==> src/core/uicf_pkg.sv <==
package uicf_pkg;
  typedef logic [7:0] uicf_lvl_t;
  typedef logic [5:0] uicf_src_t;

  // Register byte offsets
  localparam logic [7:0] OFF_IMASK = 8'h00;
  localparam logic [7:0] OFF_ISRC = 8'h04;
  localparam logic [7:0] OFF_FSET = 8'h08;
  localparam logic [7:0] OFF_TTAB = 8'h0c;
  localparam logic [7:0] OFF_EFR = 8'h10;
  localparam logic [7:0] OFF_TRG = 8'h14;

  // Values after reset
  localparam logic [7:0] IMASK_RST = 8'h00;
  localparam logic [7:0] TTAB_RST = 8'h00;
  localparam logic [7:0] EFR_RST = 8'h00;
  localparam uicf_lvl_t TRG_RST = 8'h01;

  // Field positions
  localparam int FS_EN = 0;
  localparam int FS_RXRST = 1;
  localparam int FS_TXRST = 2;
  localparam int FS_DMA = 3;
  localparam int FS_TXSEL = 4;
  localparam int FS_RXSEL = 6;
  localparam int IM_RX = 0;
  localparam int IM_TX = 1;
  localparam int IM_LSR = 2;
  localparam int IM_MSR = 3;
  localparam int IM_XOFF = 5;
  localparam int IM_RTS = 6;
  localparam int IM_CTS = 7;
  localparam int EF_GATE = 4;
  localparam int EF_ARTS = 6;
  localparam int EF_ACTS = 7;
  localparam int TT_RS485 = 3;
  localparam int TT_TAB = 4;
  localparam int TT_TRGTX = 7;

  // Interrupt source codes, highest priority first
  localparam uicf_src_t SRC_LSR = 6'h06;
  localparam uicf_src_t SRC_TOUT = 6'h0c;
  localparam uicf_src_t SRC_RXD = 6'h04;
  localparam uicf_src_t SRC_TXR = 6'h02;
  localparam uicf_src_t SRC_MSR = 6'h00;
  localparam uicf_src_t SRC_XOFF = 6'h10;
  localparam uicf_src_t SRC_FLOW = 6'h20;
  localparam uicf_src_t SRC_NONE = 6'h01;

  localparam uicf_lvl_t FIFO_DEPTH = 8'h80;
  localparam logic [6:0] TOUT_CHARS = 7'h04;
  localparam logic [6:0] TOUT_BITS = 7'h0c;
  localparam logic [1:0] AXI_OKAY = 2'h0;
  localparam logic [1:0] AXI_SLVERR = 2'h2;

  // Trigger tables A, B, C indexed by the two select bits; TX_TAB_A is one fixed level
  localparam uicf_lvl_t RX_TAB_A [4] = '{8'h01, 8'h04, 8'h08, 8'h0e};
  localparam uicf_lvl_t RX_TAB_B [4] = '{8'h08, 8'h10, 8'h18, 8'h1c};
  localparam uicf_lvl_t TX_TAB_B [4] = '{8'h10, 8'h08, 8'h18, 8'h1e};
  localparam uicf_lvl_t RX_TAB_C [4] = '{8'h08, 8'h10, 8'h38, 8'h3c};
  localparam uicf_lvl_t TX_TAB_C [4] = '{8'h08, 8'h10, 8'h20, 8'h38};
  localparam uicf_lvl_t TX_TAB_A = 8'h01;

  typedef enum logic [1:0] {TAB_A, TAB_B, TAB_C, TAB_D} uicf_tab_e;
endpackage

==> src/core/uicf_trig_if.sv <==
`timescale 1ns/1ps
interface uicf_trig_if;
  import uicf_pkg::*;
  uicf_tab_e tab;
  logic [1:0] rx_sel;
  logic [1:0] tx_sel;
  uicf_lvl_t trg_rx;
  uicf_lvl_t trg_tx;
  uicf_lvl_t rx_trig;
  uicf_lvl_t tx_trig;
  modport ctrl (output tab, rx_sel, tx_sel, trg_rx, trg_tx,
                input rx_trig, tx_trig);
  modport dec (input tab, rx_sel, tx_sel, trg_rx, trg_tx,
               output rx_trig, tx_trig);
endinterface // uicf_trig_if

==> src/core/uicf_trig.sv <==
`timescale 1ns/1ps
module uicf_trig (
  uicf_trig_if.dec t
);
  import uicf_pkg::*;

  // One table choice shared by both directions
  always_comb begin
    unique case (t.tab)
      TAB_A: begin
        t.rx_trig = RX_TAB_A[t.rx_sel];
        t.tx_trig = TX_TAB_A;
      end
      TAB_B: begin
        t.rx_trig = RX_TAB_B[t.rx_sel];
        t.tx_trig = TX_TAB_B[t.tx_sel];
      end
      TAB_C: begin
        t.rx_trig = RX_TAB_C[t.rx_sel];
        t.tx_trig = TX_TAB_C[t.tx_sel];
      end
      TAB_D: begin
        t.rx_trig = t.trg_rx;
        t.tx_trig = t.trg_tx;
      end
    endcase
  end
endmodule // uicf_trig

==> src/core/uicf_tout.sv <==
`timescale 1ns/1ps
module uicf_tout (
  input wire logic clk,
  input wire logic rst_n,
  input wire logic run,
  input wire logic restart,
  input wire logic bit_tick,
  input wire logic [3:0] char_bits,
  output logic expire
);
  import uicf_pkg::*;
  logic [6:0] cnt_q, cnt_d;
  logic done_q, done_d;
  logic [6:0] span;

  assign span = 7'(TOUT_CHARS * {3'h0, char_bits}) + TOUT_BITS;

  always_comb begin
    cnt_d = cnt_q;
    done_d = done_q;
    expire = 1'b0;
    if (restart || !run) begin
      cnt_d = 7'h00;
      done_d = 1'b0;
    end else if (bit_tick && !done_q) begin
      if (cnt_q == span - 7'h01) begin
        expire = 1'b1;
        done_d = 1'b1;
      end else begin
        cnt_d = cnt_q + 7'h01;
      end
    end
  end

  always_ff @(posedge clk or negedge rst_n) begin
    if (!rst_n) begin
      cnt_q <= 7'h00;
      done_q <= 1'b0;
    end else begin
      cnt_q <= cnt_d;
      done_q <= done_d;
    end
  end
endmodule // uicf_tout

==> src/core/uicf_ctrl.sv <==
// The AXI4-Lite interface to the registers and the placing of the registers were left to the implementer.
`timescale 1ns/1ps
module uicf_ctrl (
  input wire logic clk,
  input wire logic rst_n,
  input wire logic [7:0] s_axi_awaddr,
  input wire logic s_axi_awvalid,
  output logic s_axi_awready,
  input wire logic [31:0] s_axi_wdata,
  input wire logic [3:0] s_axi_wstrb,
  input wire logic s_axi_wvalid,
  output logic s_axi_wready,
  output logic [1:0] s_axi_bresp,
  output logic s_axi_bvalid,
  input wire logic s_axi_bready,
  input wire logic [7:0] s_axi_araddr,
  input wire logic s_axi_arvalid,
  output logic s_axi_arready,
  output logic [31:0] s_axi_rdata,
  output logic [1:0] s_axi_rresp,
  output logic s_axi_rvalid,
  input wire logic s_axi_rready,
  input wire uicf_pkg::uicf_lvl_t rx_level,
  input wire uicf_pkg::uicf_lvl_t tx_level,
  input wire logic rhr_full,
  input wire logic thr_empty,
  input wire logic tx_empty,
  input wire logic [3:0] line_err,
  input wire logic [3:0] modem_delta,
  input wire logic cts_in,
  input wire logic rts_out,
  input wire logic char_rx,
  input wire logic xoff_rx,
  input wire logic xon_rx,
  input wire logic special_rx,
  input wire logic line_condition_read,
  input wire logic modem_condition_read,
  input wire logic receive_holding_read,
  input wire logic transmit_holding_write,
  input wire logic bit_tick,
  input wire logic [3:0] char_bits,
  output logic fifo_en,
  output logic rx_fifo_reset,
  output logic tx_fifo_reset,
  output logic dma_mode,
  output logic auto_cts_en,
  output logic auto_rts_en,
  output logic rs485_en,
  output logic irq_pending,
  output logic rx_dma_request_pin_n,
  output logic tx_dma_request_pin_n
);
  import uicf_pkg::*;

  uicf_trig_if trig ();
  logic tout_exp;

  // Bus state
  logic aw_q, aw_d, w_q, w_d, bv_q, bv_d, rv_q, rv_d;
  logic [7:0] awa_q, awa_d, wd_q, wd_d;
  logic ws_q, ws_d;
  logic [1:0] br_q, br_d, rr_q, rr_d;
  logic [31:0] rd_q, rd_d;
  // Core state
  logic [7:0] im_q, im_d, tt_q, tt_d, ef_q, ef_d;
  uicf_lvl_t trx_q, trx_d, ttx_q, ttx_d;
  logic fe_q, fe_d, dma_q, dma_d, rxr_q, rxr_d, txr_q, txr_d;
  logic [1:0] rsel_q, rsel_d, tsel_q, tsel_d;
  logic lsr_f_q, lsr_f_d, to_f_q, to_f_d, tr_f_q, tr_f_d;
  logic ms_f_q, ms_f_d, xo_f_q, xo_f_d, sp_f_q, sp_f_d, fl_f_q, fl_f_d;
  logic the_q, txe_q, cts_q, rts_q, over_q, over_d;
  uicf_lvl_t txl_q;
  logic irq_q, irq_d, rdn_q, rdn_d, tdn_q, tdn_d;

  logic do_wr, rd_hs, isr_rd;
  logic p_lsr, p_to, p_rxd, p_tr, p_ms, p_xo, p_fl;
  logic rx_at_trig, tr_set, lsr_set, ms_set;
  uicf_src_t src;

  function automatic logic [7:0] rd_mux(input logic [7:0] a,
      input logic [7:0] im, input logic [7:0] interrupt_source,
      input logic [7:0] tt, input logic [7:0] ef,
      input logic [15:0] trg, output logic hit);
    hit = 1'b1;
    unique case (a)
      OFF_IMASK: rd_mux = im;
      OFF_ISRC: rd_mux = interrupt_source;
      OFF_FSET: rd_mux = 8'h00;
      OFF_TTAB: rd_mux = tt;
      OFF_EFR: rd_mux = ef;
      OFF_TRG: rd_mux = tt[TT_TRGTX] ? trg[15:8] : trg[7:0];
      default: begin
        rd_mux = 8'h00;
        hit = 1'b0;
      end
    endcase
  endfunction

  assign trig.tab = uicf_tab_e'(tt_q[TT_TAB +: 2]);
  assign trig.rx_sel = rsel_q;
  assign trig.tx_sel = tsel_q;
  assign trig.trg_rx = trx_q;
  assign trig.trg_tx = ttx_q;

  uicf_trig u_trig (
    .t(trig.dec)
  );

  uicf_tout u_tout (
    .clk(clk),
    .rst_n(rst_n),
    .run(fe_q && rx_level != 8'h00),
    .restart(char_rx || receive_holding_read),
    .bit_tick(bit_tick),
    .char_bits(char_bits),
    .expire(tout_exp)
  );

  // Pending sources after masking
  assign rx_at_trig = rx_level >= trig.rx_trig;
  assign p_lsr = lsr_f_q && im_q[IM_LSR];
  assign p_to = to_f_q && im_q[IM_RX];
  assign p_rxd = im_q[IM_RX] && (fe_q ? rx_at_trig : rhr_full);
  assign p_tr = tr_f_q && im_q[IM_TX];
  assign p_ms = ms_f_q && im_q[IM_MSR];
  assign p_xo = (xo_f_q || sp_f_q) && im_q[IM_XOFF];
  assign p_fl = fl_f_q && (im_q[IM_CTS] || im_q[IM_RTS]);

  // Only the top source is visible; lower ones stay queued
  always_comb begin
    if (p_lsr) src = SRC_LSR;
    else if (p_to) src = SRC_TOUT;
    else if (p_rxd) src = SRC_RXD;
    else if (p_tr) src = SRC_TXR;
    else if (p_ms) src = SRC_MSR;
    else if (p_xo) src = SRC_XOFF;
    else if (p_fl) src = SRC_FLOW;
    else src = SRC_NONE;
  end

  // AXI4-Lite slave; one write and one read outstanding
  assign s_axi_awready = !aw_q && !bv_q;
  assign s_axi_wready = !w_q && !bv_q;
  assign s_axi_arready = !rv_q;
  assign do_wr = aw_q && w_q && !bv_q;
  assign rd_hs = s_axi_arvalid && s_axi_arready;
  assign isr_rd = rd_hs && s_axi_araddr == OFF_ISRC;

  always_comb begin
    logic hit;
    logic [7:0] b;
    hit = 1'b0;
    b = 8'h00;
    aw_d = aw_q;
    w_d = w_q;
    awa_d = awa_q;
    wd_d = wd_q;
    ws_d = ws_q;
    bv_d = bv_q;
    br_d = br_q;
    rv_d = rv_q;
    rr_d = rr_q;
    rd_d = rd_q;
    if (s_axi_awvalid && s_axi_awready) begin
      aw_d = 1'b1;
      awa_d = s_axi_awaddr;
    end
    if (s_axi_wvalid && s_axi_wready) begin
      w_d = 1'b1;
      wd_d = s_axi_wdata[7:0];
      ws_d = s_axi_wstrb[0];
    end
    if (do_wr) begin
      aw_d = 1'b0;
      w_d = 1'b0;
      bv_d = 1'b1;
      b = rd_mux(awa_q, im_q, 8'h00, tt_q, ef_q, 16'h0000, hit);
      br_d = (hit && awa_q != OFF_ISRC) ? AXI_OKAY : AXI_SLVERR;
    end else if (bv_q && s_axi_bready) begin
      bv_d = 1'b0;
    end
    if (rd_hs) begin
      rv_d = 1'b1;
      b = rd_mux(s_axi_araddr, im_q, {{2{fe_q}}, src}, tt_q, ef_q,
                 {ttx_q, trx_q}, hit);
      rd_d = {24'h000000, b};
      rr_d = hit ? AXI_OKAY : AXI_SLVERR;
    end else if (rv_q && s_axi_rready) begin
      rv_d = 1'b0;
    end
  end

  always_ff @(posedge clk or negedge rst_n) begin
    if (!rst_n) begin
      aw_q <= 1'b0;
      w_q <= 1'b0;
      awa_q <= 8'h00;
      wd_q <= 8'h00;
      ws_q <= 1'b0;
      bv_q <= 1'b0;
      br_q <= AXI_OKAY;
      rv_q <= 1'b0;
      rr_q <= AXI_OKAY;
      rd_q <= 32'h00000000;
    end else begin
      aw_q <= aw_d;
      w_q <= w_d;
      awa_q <= awa_d;
      wd_q <= wd_d;
      ws_q <= ws_d;
      bv_q <= bv_d;
      br_q <= br_d;
      rv_q <= rv_d;
      rr_q <= rr_d;
      rd_q <= rd_d;
    end
  end

  assign s_axi_bvalid = bv_q;
  assign s_axi_bresp = br_q;
  assign s_axi_rvalid = rv_q;
  assign s_axi_rresp = rr_q;
  assign s_axi_rdata = rd_q;

  // Hardware events; each set outranks a clear in the same cycle
  assign lsr_set = char_rx && |line_err;
  assign ms_set = |modem_delta;
  always_comb begin
    tr_set = 1'b0;
    if (rs485_en) tr_set = tx_empty && !txe_q;
    else if (!fe_q) tr_set = thr_empty && !the_q;
    else if (txl_q >= trig.tx_trig && tx_level < trig.tx_trig)
      tr_set = 1'b1;
    else if (tx_level == 8'h00 && txl_q != 8'h00 && !over_q)
      tr_set = 1'b1;
  end

  always_comb begin
    logic wr;
    wr = do_wr && ws_q;
    im_d = im_q;
    tt_d = tt_q;
    ef_d = ef_q;
    trx_d = trx_q;
    ttx_d = ttx_q;
    fe_d = fe_q;
    dma_d = dma_q;
    rsel_d = rsel_q;
    tsel_d = tsel_q;
    rxr_d = 1'b0;
    txr_d = 1'b0;
    over_d = over_q;
    lsr_f_d = lsr_f_q;
    to_f_d = to_f_q;
    tr_f_d = tr_f_q;
    ms_f_d = ms_f_q;
    xo_f_d = xo_f_q;
    sp_f_d = sp_f_q;
    fl_f_d = fl_f_q;
    if (wr && awa_q == OFF_IMASK) begin
      im_d[3:0] = wd_q[3:0];
      if (ef_q[EF_GATE]) im_d[7:4] = wd_q[7:4];
      if (wd_q[IM_TX] && !im_q[IM_TX] &&
          (fe_q ? tx_level == 8'h00 : thr_empty))
        tr_f_d = 1'b1;
    end
    if (wr && awa_q == OFF_FSET) begin
      fe_d = wd_q[FS_EN];
      if (wd_q[FS_EN]) begin
        rxr_d = wd_q[FS_RXRST];
        txr_d = wd_q[FS_TXRST];
        dma_d = wd_q[FS_DMA];
        rsel_d = wd_q[FS_RXSEL +: 2];
        if (ef_q[EF_GATE]) tsel_d = wd_q[FS_TXSEL +: 2];
      end
    end
    if (wr && awa_q == OFF_TTAB) tt_d = wd_q;
    if (wr && awa_q == OFF_EFR) ef_d = wd_q;
    if (wr && awa_q == OFF_TRG) begin
      if (tt_q[TT_TRGTX]) ttx_d = wd_q;
      else trx_d = wd_q;
    end
    // Reload above trigger decides whether empty alone may interrupt
    if (tx_level > trig.tx_trig) over_d = 1'b1;
    else if (tx_level == 8'h00) over_d = 1'b0;
    // Clears first, sets after so that sets win
    if (line_condition_read) lsr_f_d = 1'b0;
    if (receive_holding_read) to_f_d = 1'b0;
    if (transmit_holding_write || (isr_rd && src == SRC_TXR))
      tr_f_d = 1'b0;
    if (modem_condition_read) begin
      ms_f_d = 1'b0;
      fl_f_d = 1'b0;
    end
    if (xon_rx || (isr_rd && src == SRC_XOFF)) xo_f_d = 1'b0;
    if (char_rx || (isr_rd && src == SRC_XOFF)) sp_f_d = 1'b0;
    if (lsr_set) lsr_f_d = 1'b1;
    if (tout_exp && fe_q) to_f_d = 1'b1;
    if (tr_set) tr_f_d = 1'b1;
    if (ms_set) ms_f_d = 1'b1;
    if (xoff_rx) xo_f_d = 1'b1;
    if (special_rx) sp_f_d = 1'b1;
    if ((ef_q[EF_ACTS] && im_q[IM_CTS] && cts_in && !cts_q) ||
        (ef_q[EF_ARTS] && im_q[IM_RTS] && rts_out && !rts_q))
      fl_f_d = 1'b1;
    irq_d = src != SRC_NONE;
    // Request pins are low while service is wanted
    rdn_d = !(dma_q ? (rx_at_trig || to_f_q)
                    : (fe_q ? rx_level != 8'h00 : rhr_full));
    tdn_d = !(dma_q ? tx_level < FIFO_DEPTH
                    : (fe_q ? tx_level == 8'h00 : thr_empty));
  end

  always_ff @(posedge clk or negedge rst_n) begin
    if (!rst_n) begin
      im_q <= IMASK_RST;
      tt_q <= TTAB_RST;
      ef_q <= EFR_RST;
      trx_q <= TRG_RST;
      ttx_q <= TRG_RST;
      fe_q <= 1'b0;
      dma_q <= 1'b0;
      rsel_q <= 2'h0;
      tsel_q <= 2'h0;
      rxr_q <= 1'b0;
      txr_q <= 1'b0;
      over_q <= 1'b0;
      lsr_f_q <= 1'b0;
      to_f_q <= 1'b0;
      tr_f_q <= 1'b0;
      ms_f_q <= 1'b0;
      xo_f_q <= 1'b0;
      sp_f_q <= 1'b0;
      fl_f_q <= 1'b0;
      the_q <= 1'b1;
      txe_q <= 1'b1;
      cts_q <= 1'b0;
      rts_q <= 1'b0;
      txl_q <= 8'h00;
      irq_q <= 1'b0;
      rdn_q <= 1'b1;
      tdn_q <= 1'b1;
    end else begin
      im_q <= im_d;
      tt_q <= tt_d;
      ef_q <= ef_d;
      trx_q <= trx_d;
      ttx_q <= ttx_d;
      fe_q <= fe_d;
      dma_q <= dma_d;
      rsel_q <= rsel_d;
      tsel_q <= tsel_d;
      rxr_q <= rxr_d;
      txr_q <= txr_d;
      over_q <= over_d;
      lsr_f_q <= lsr_f_d;
      to_f_q <= to_f_d;
      tr_f_q <= tr_f_d;
      ms_f_q <= ms_f_d;
      xo_f_q <= xo_f_d;
      sp_f_q <= sp_f_d;
      fl_f_q <= fl_f_d;
      the_q <= thr_empty;
      txe_q <= tx_empty;
      cts_q <= cts_in;
      rts_q <= rts_out;
      txl_q <= tx_level;
      irq_q <= irq_d;
      rdn_q <= rdn_d;
      tdn_q <= tdn_d;
    end
  end

  assign fifo_en = fe_q;
  assign rx_fifo_reset = rxr_q;
  assign tx_fifo_reset = txr_q;
  assign dma_mode = dma_q;
  assign auto_cts_en = ef_q[EF_ACTS];
  assign auto_rts_en = ef_q[EF_ARTS];
  assign rs485_en = tt_q[TT_RS485];
  assign irq_pending = irq_q;
  assign rx_dma_request_pin_n = rdn_q;
  assign tx_dma_request_pin_n = tdn_q;
endmodule // uicf_ctrl

==> config.mk <==
export PLATFORM = sky130hd
export DESIGN_NAME = uicf_ctrl
export DESIGN_NICKNAME = d
export VERILOG_FILES = /design/src/core/uicf_pkg.sv /design/src/core/uicf_trig_if.sv /design/src/core/uicf_trig.sv /design/src/core/uicf_tout.sv /design/src/core/uicf_ctrl.sv
export SDC_FILE = /design/constraint.sdc
export NUM_CORES = 1
export LEC_CHECK = 0
export BUFFER_PORTS_ARGS = -buffer_cell sky130_fd_sc_hd__clkbuf_2
export CORE_MARGIN = 4
export CORE_UTILIZATION = 41
export CTS_BUF_LIST = sky130_fd_sc_hd__clkbuf_16
export CTS_CLUSTER_DIAMETER = 200
export DETAILED_ROUTE_END_ITERATION = 16
export PLACE_DENSITY = 0.67
export SYNTH_ARGS = -nofsm -noshare
export SYNTH_HDL_FRONTEND = slang
export SYNTH_SLANG_ARGS = --single-unit
==> constraint.sdc <==
create_clock -name clk -period 3.1 [get_ports clk]
set_input_delay 0.155 -clock clk [delete_from_list [all_inputs] [get_ports clk]]
set_output_delay 0.155 -clock clk [all_outputs]
set_load 0.02 [all_outputs]
==> flow_metrics.env <==
export IMPL_peakVddDrop_v=0.000607
export IMPL_synthMuxAreaShare_pct=12.5
export IMPL_rsz0062_at_grt="no"
export IMPL_post_route_period_util_pct=87.2
export IMPL_drt_wirelength_per_cell_um=17.6
export IMPL_setup_viol=0
export IMPL_synth_adder_area_share_pct=6.23
export IMPL_antenna_cells=0
export IMPL_finish_instance_area_um2=7070
export IMPL_dpl_hpwl_um=11600
export IMPL_critical_path_required_ns=3.32
export IMPL_r2r_end="tr_f_q$_DFFE_PN0P_"
export IMPL_power_density_nw_per_um2=551
export IMPL_worst_setup_path_start_kind="register"
export IMPL_ant_nets=0
export IMPL_finalWirelength_um=15200
export IMPL_tns_ns=0
export IMPL_drv_slew=0
export IMPL_dp_cells=826
export IMPL_path_clk_slew_ns=0.07
export IMPL_ys_flop_type="dfrtp_1"
export IMPL_yosys_cell_types_count=69
export IMPL_firstDrtPassIters=4
export IMPL_ios=152
export IMPL_synth_compound_area_share_pct=13.5
export IMPL_syn_area_um2=5990
export IMPL_grt_overflow=0
export IMPL_hold_path_class="input pin to register"
export IMPL_rr_worst_depth=8
export IMPL_min_delay_worst_endpoint="to_f_q$_DFFE_PN0P_"
export IMPL_fin_nets=808
export IMPL_regToRegSetupSlack_ns=0.40
export IMPL_cts_max_level=3
export IMPL_clockBufferDepth=2
export IMPL_cts_root_buf="clkbuf_16"
export IMPL_grt_pass1_wl_um=24700
export IMPL_synth_top_family_by_area="simple AND/OR/NAND/NOR gates"
export IMPL_finalHoldViolCount=0
export IMPL_synth_xor_area_share_pct=0.962
export IMPL_fin_cells=863
export IMPL_max_freq_ghz=0.370
export IMPL_place_congestion=0.912
export IMPL_io_buffers=98
export IMPL_yosys_area_share_simple_pct=14.7
export IMPL_synth_top_area_share_pct=43.5
export IMPL_cts_tree="done"
export IMPL_die_area_um2=16600
export IMPL_syn_inst=564
export IMPL_power_leakage_nw=3.23
export IMPL_endpoint_kind="register"
export IMPL_synth_edf_count=0
export IMPL_core_area_um2=14100
export IMPL_first_iter_violations=287
export IMPL_min_path_cells=2
export IMPL_slew_headroom_pct=39.8
export IMPL_worstReg2RegStart="tt_q[4]$_DFFE_PN0P_"
export IMPL_syn_avg_cell_area_um2=10.6
export IMPL_ys_warn_count=0
export IMPL_synthArstFlopShare_pct=100
export IMPL_status="completed"
export IMPL_dpl_cell_area_um2=6570
export IMPL_antenna_found_initial=0
export IMPL_start_util_pct=42.5
export IMPL_grt_pass1_vias=4857
export IMPL_rows=43
export IMPL_cts_num_sinks=110
export IMPL_fin_crit_ns=2.70
export IMPL_cts_buffers=9
export IMPL_area_growth_pct=18.1
export IMPL_yosys_top_cells_area="dfrtp_1 (43%), mux2_2 (11%), ha_1 (6.1%), buf_4 (3.3%), o21ai_0 (2.9%)"
export IMPL_final_common_cell="dfrtp_1"
export IMPL_hold_start="receive_holding_read"
export IMPL_hold_slack_ns=0.0146
export IMPL_final_core_util_pct=50.2
export IMPL_drv_cap=0
export IMPL_grt_max_degree=71
export IMPL_worst_slew_pin_slew_ns=0.902
export IMPL_grt_total_usage_pct=19.1
export IMPL_synth_yosys_seq_area_share_pct=46.1
export IMPL_vias=4721
export IMPL_nFillCells=1263
export IMPL_critPathKind="register to register"
export IMPL_clock_latency_ns=0.36
export IMPL_path_max_fanout=8
export IMPL_yosysTopAreaCell="dfrtp_1"
export IMPL_drc=0
export IMPL_fin_worst_skew_ns=0.00831
export IMPL_drive_gt1_share_pct=28.6
export IMPL_worst_endpoint_arrival_ns=2.93
export IMPL_fp_dieH_um=129
export IMPL_viasPerCell=5.47
export IMPL_die_w_um=129
export IMPL_layout_common_cells="dfrtp_1 (104), clkbuf_2 (97), mux2_2 (56)"
export IMPL_synth_seq_cells=110
## power by group
| group | internal (mW) | switching, mW |
|---|---|---|
| Combinational | 0.369 | 0.454 |
| Sequential | 1.64 | 0.288 |
| Clock | 0.568 | 0.574 |
| Total | 2.58 | 1.32 |
## synth_stat cells, types with 6 or more instances
cell	number
mux2i_1	12
dfstp_2	6
a21oi_1	28
nand2_1	45
nand2b_1	8
nor2_1	26
nand3_1	11
a31oi_1	6
nor3_1	8
nand4_1	7
buf_4	26
mux2_2	56
nor2b_1	9
o21ai_0	35
clkbuf_1	15
o211ai_1	7
ha_1	29
dfrtp_1	104
nor4_1	6
inv_1	23
## worst max-delay path, cell delays in order (launching register included)
cell and delay [ns]:
dfrtp_1 0.38, and2_1 0.24, a22o_1 0.26, ha_1 0.26, nand2b_1 0.14, a2111oi_1 0.52, o21ai_0 0.30, a221oi_1 0.34
o221ai_1 0.14
## metrics by stage
step / worst slack (ns) / power (mW)
4_1_cts: 0.312 / 3.93
2_1_floorplan: 0.384 / 2.43
3_3_place_gp: 0.415 / 2.72
3_5_place_dp: 0.342 / 2.76
6_report: 0.396 / 3.90
5_1_grt: 0.138 / 4.11
## sequential cells by signal, summed over array words and instances (netlist names), 2 cells and up
name and cells:
trig.trg_tx 8, s_axi_rdata 8, trig.tx_sel 2, wd_q 8, ef_q 8, im_q 8, u_tout.cnt_q 7, txl_q 8
awa_q 8, rsel_q 2, trig.trg_rx 8, tt_q 8
## per-layer routing
metal | wire (um) | track usage (%) | vias up | share of wire (%)
li1 | - | - | 2234 | -
met1 | 6810 | 26.4 | 2309 | 45
met2 | 7050 | 29.6 | 161 | 46
met3 | 1060 | 5.23 | 17 | 7.0
met4 | 294 | 5.19 | 0 | 1.9
met5 | 0 | 0 | - | 0
## layout make-up
class	instances	area (um2)	area share [%]
clock inverters	7	63.8	0.902
inverters	23	86.3	1.22
repair buffers	123	746	10.5
flip-flops and latches	110	2760	39.0
well taps	180	225	3.19
clock buffers	9	225	3.19
multi-input cells	411	2960	41.9
## worst max-delay path by stage
stage	start	to	cells after the start
after global routing	tt_q[4]$_DFFE_PN0P_	tr_f_q$_DFFE_PN0P_	8
after CTS	tt_q[4]$_DFFE_PN0P_	tr_f_q$_DFFE_PN0P_	8
after global placement	tt_q[4]$_DFFE_PN0P_	s_axi_rdata[2]$_DFFE_PN0P_	9
after floorplan	tt_q[5]$_DFFE_PN0P_	s_axi_rdata[2]$_DFFE_PN0P_	10
final	tt_q[4]$_DFFE_PN0P_	tr_f_q$_DFFE_PN0P_	8
after detailed placement	tt_q[4]$_DFFE_PN0P_	tr_f_q$_DFFE_PN0P_	8
## kinds of logic (layout without fill, tap and decap cells)
kind of cell,count (synthesis),count (layout)
adders and majority gates,30,30
DFF,110,110
and+or+nand+nor,157,157
xor gates and xnor gates,5,5
muxes,68,68
buffers and inverters,68,162
AOI/OAI and AO/OA,125,125
other,1,26
## repair_timing
item | in CTS | in global routing
setup buffers | 0 | 0
hold buffers | 20 | 1
resized for setup | 0 | 1
setup endpoints to repair | 0 | 1
hold endpoints to repair | 83 | 1
(Power assumes the default switching activity.)
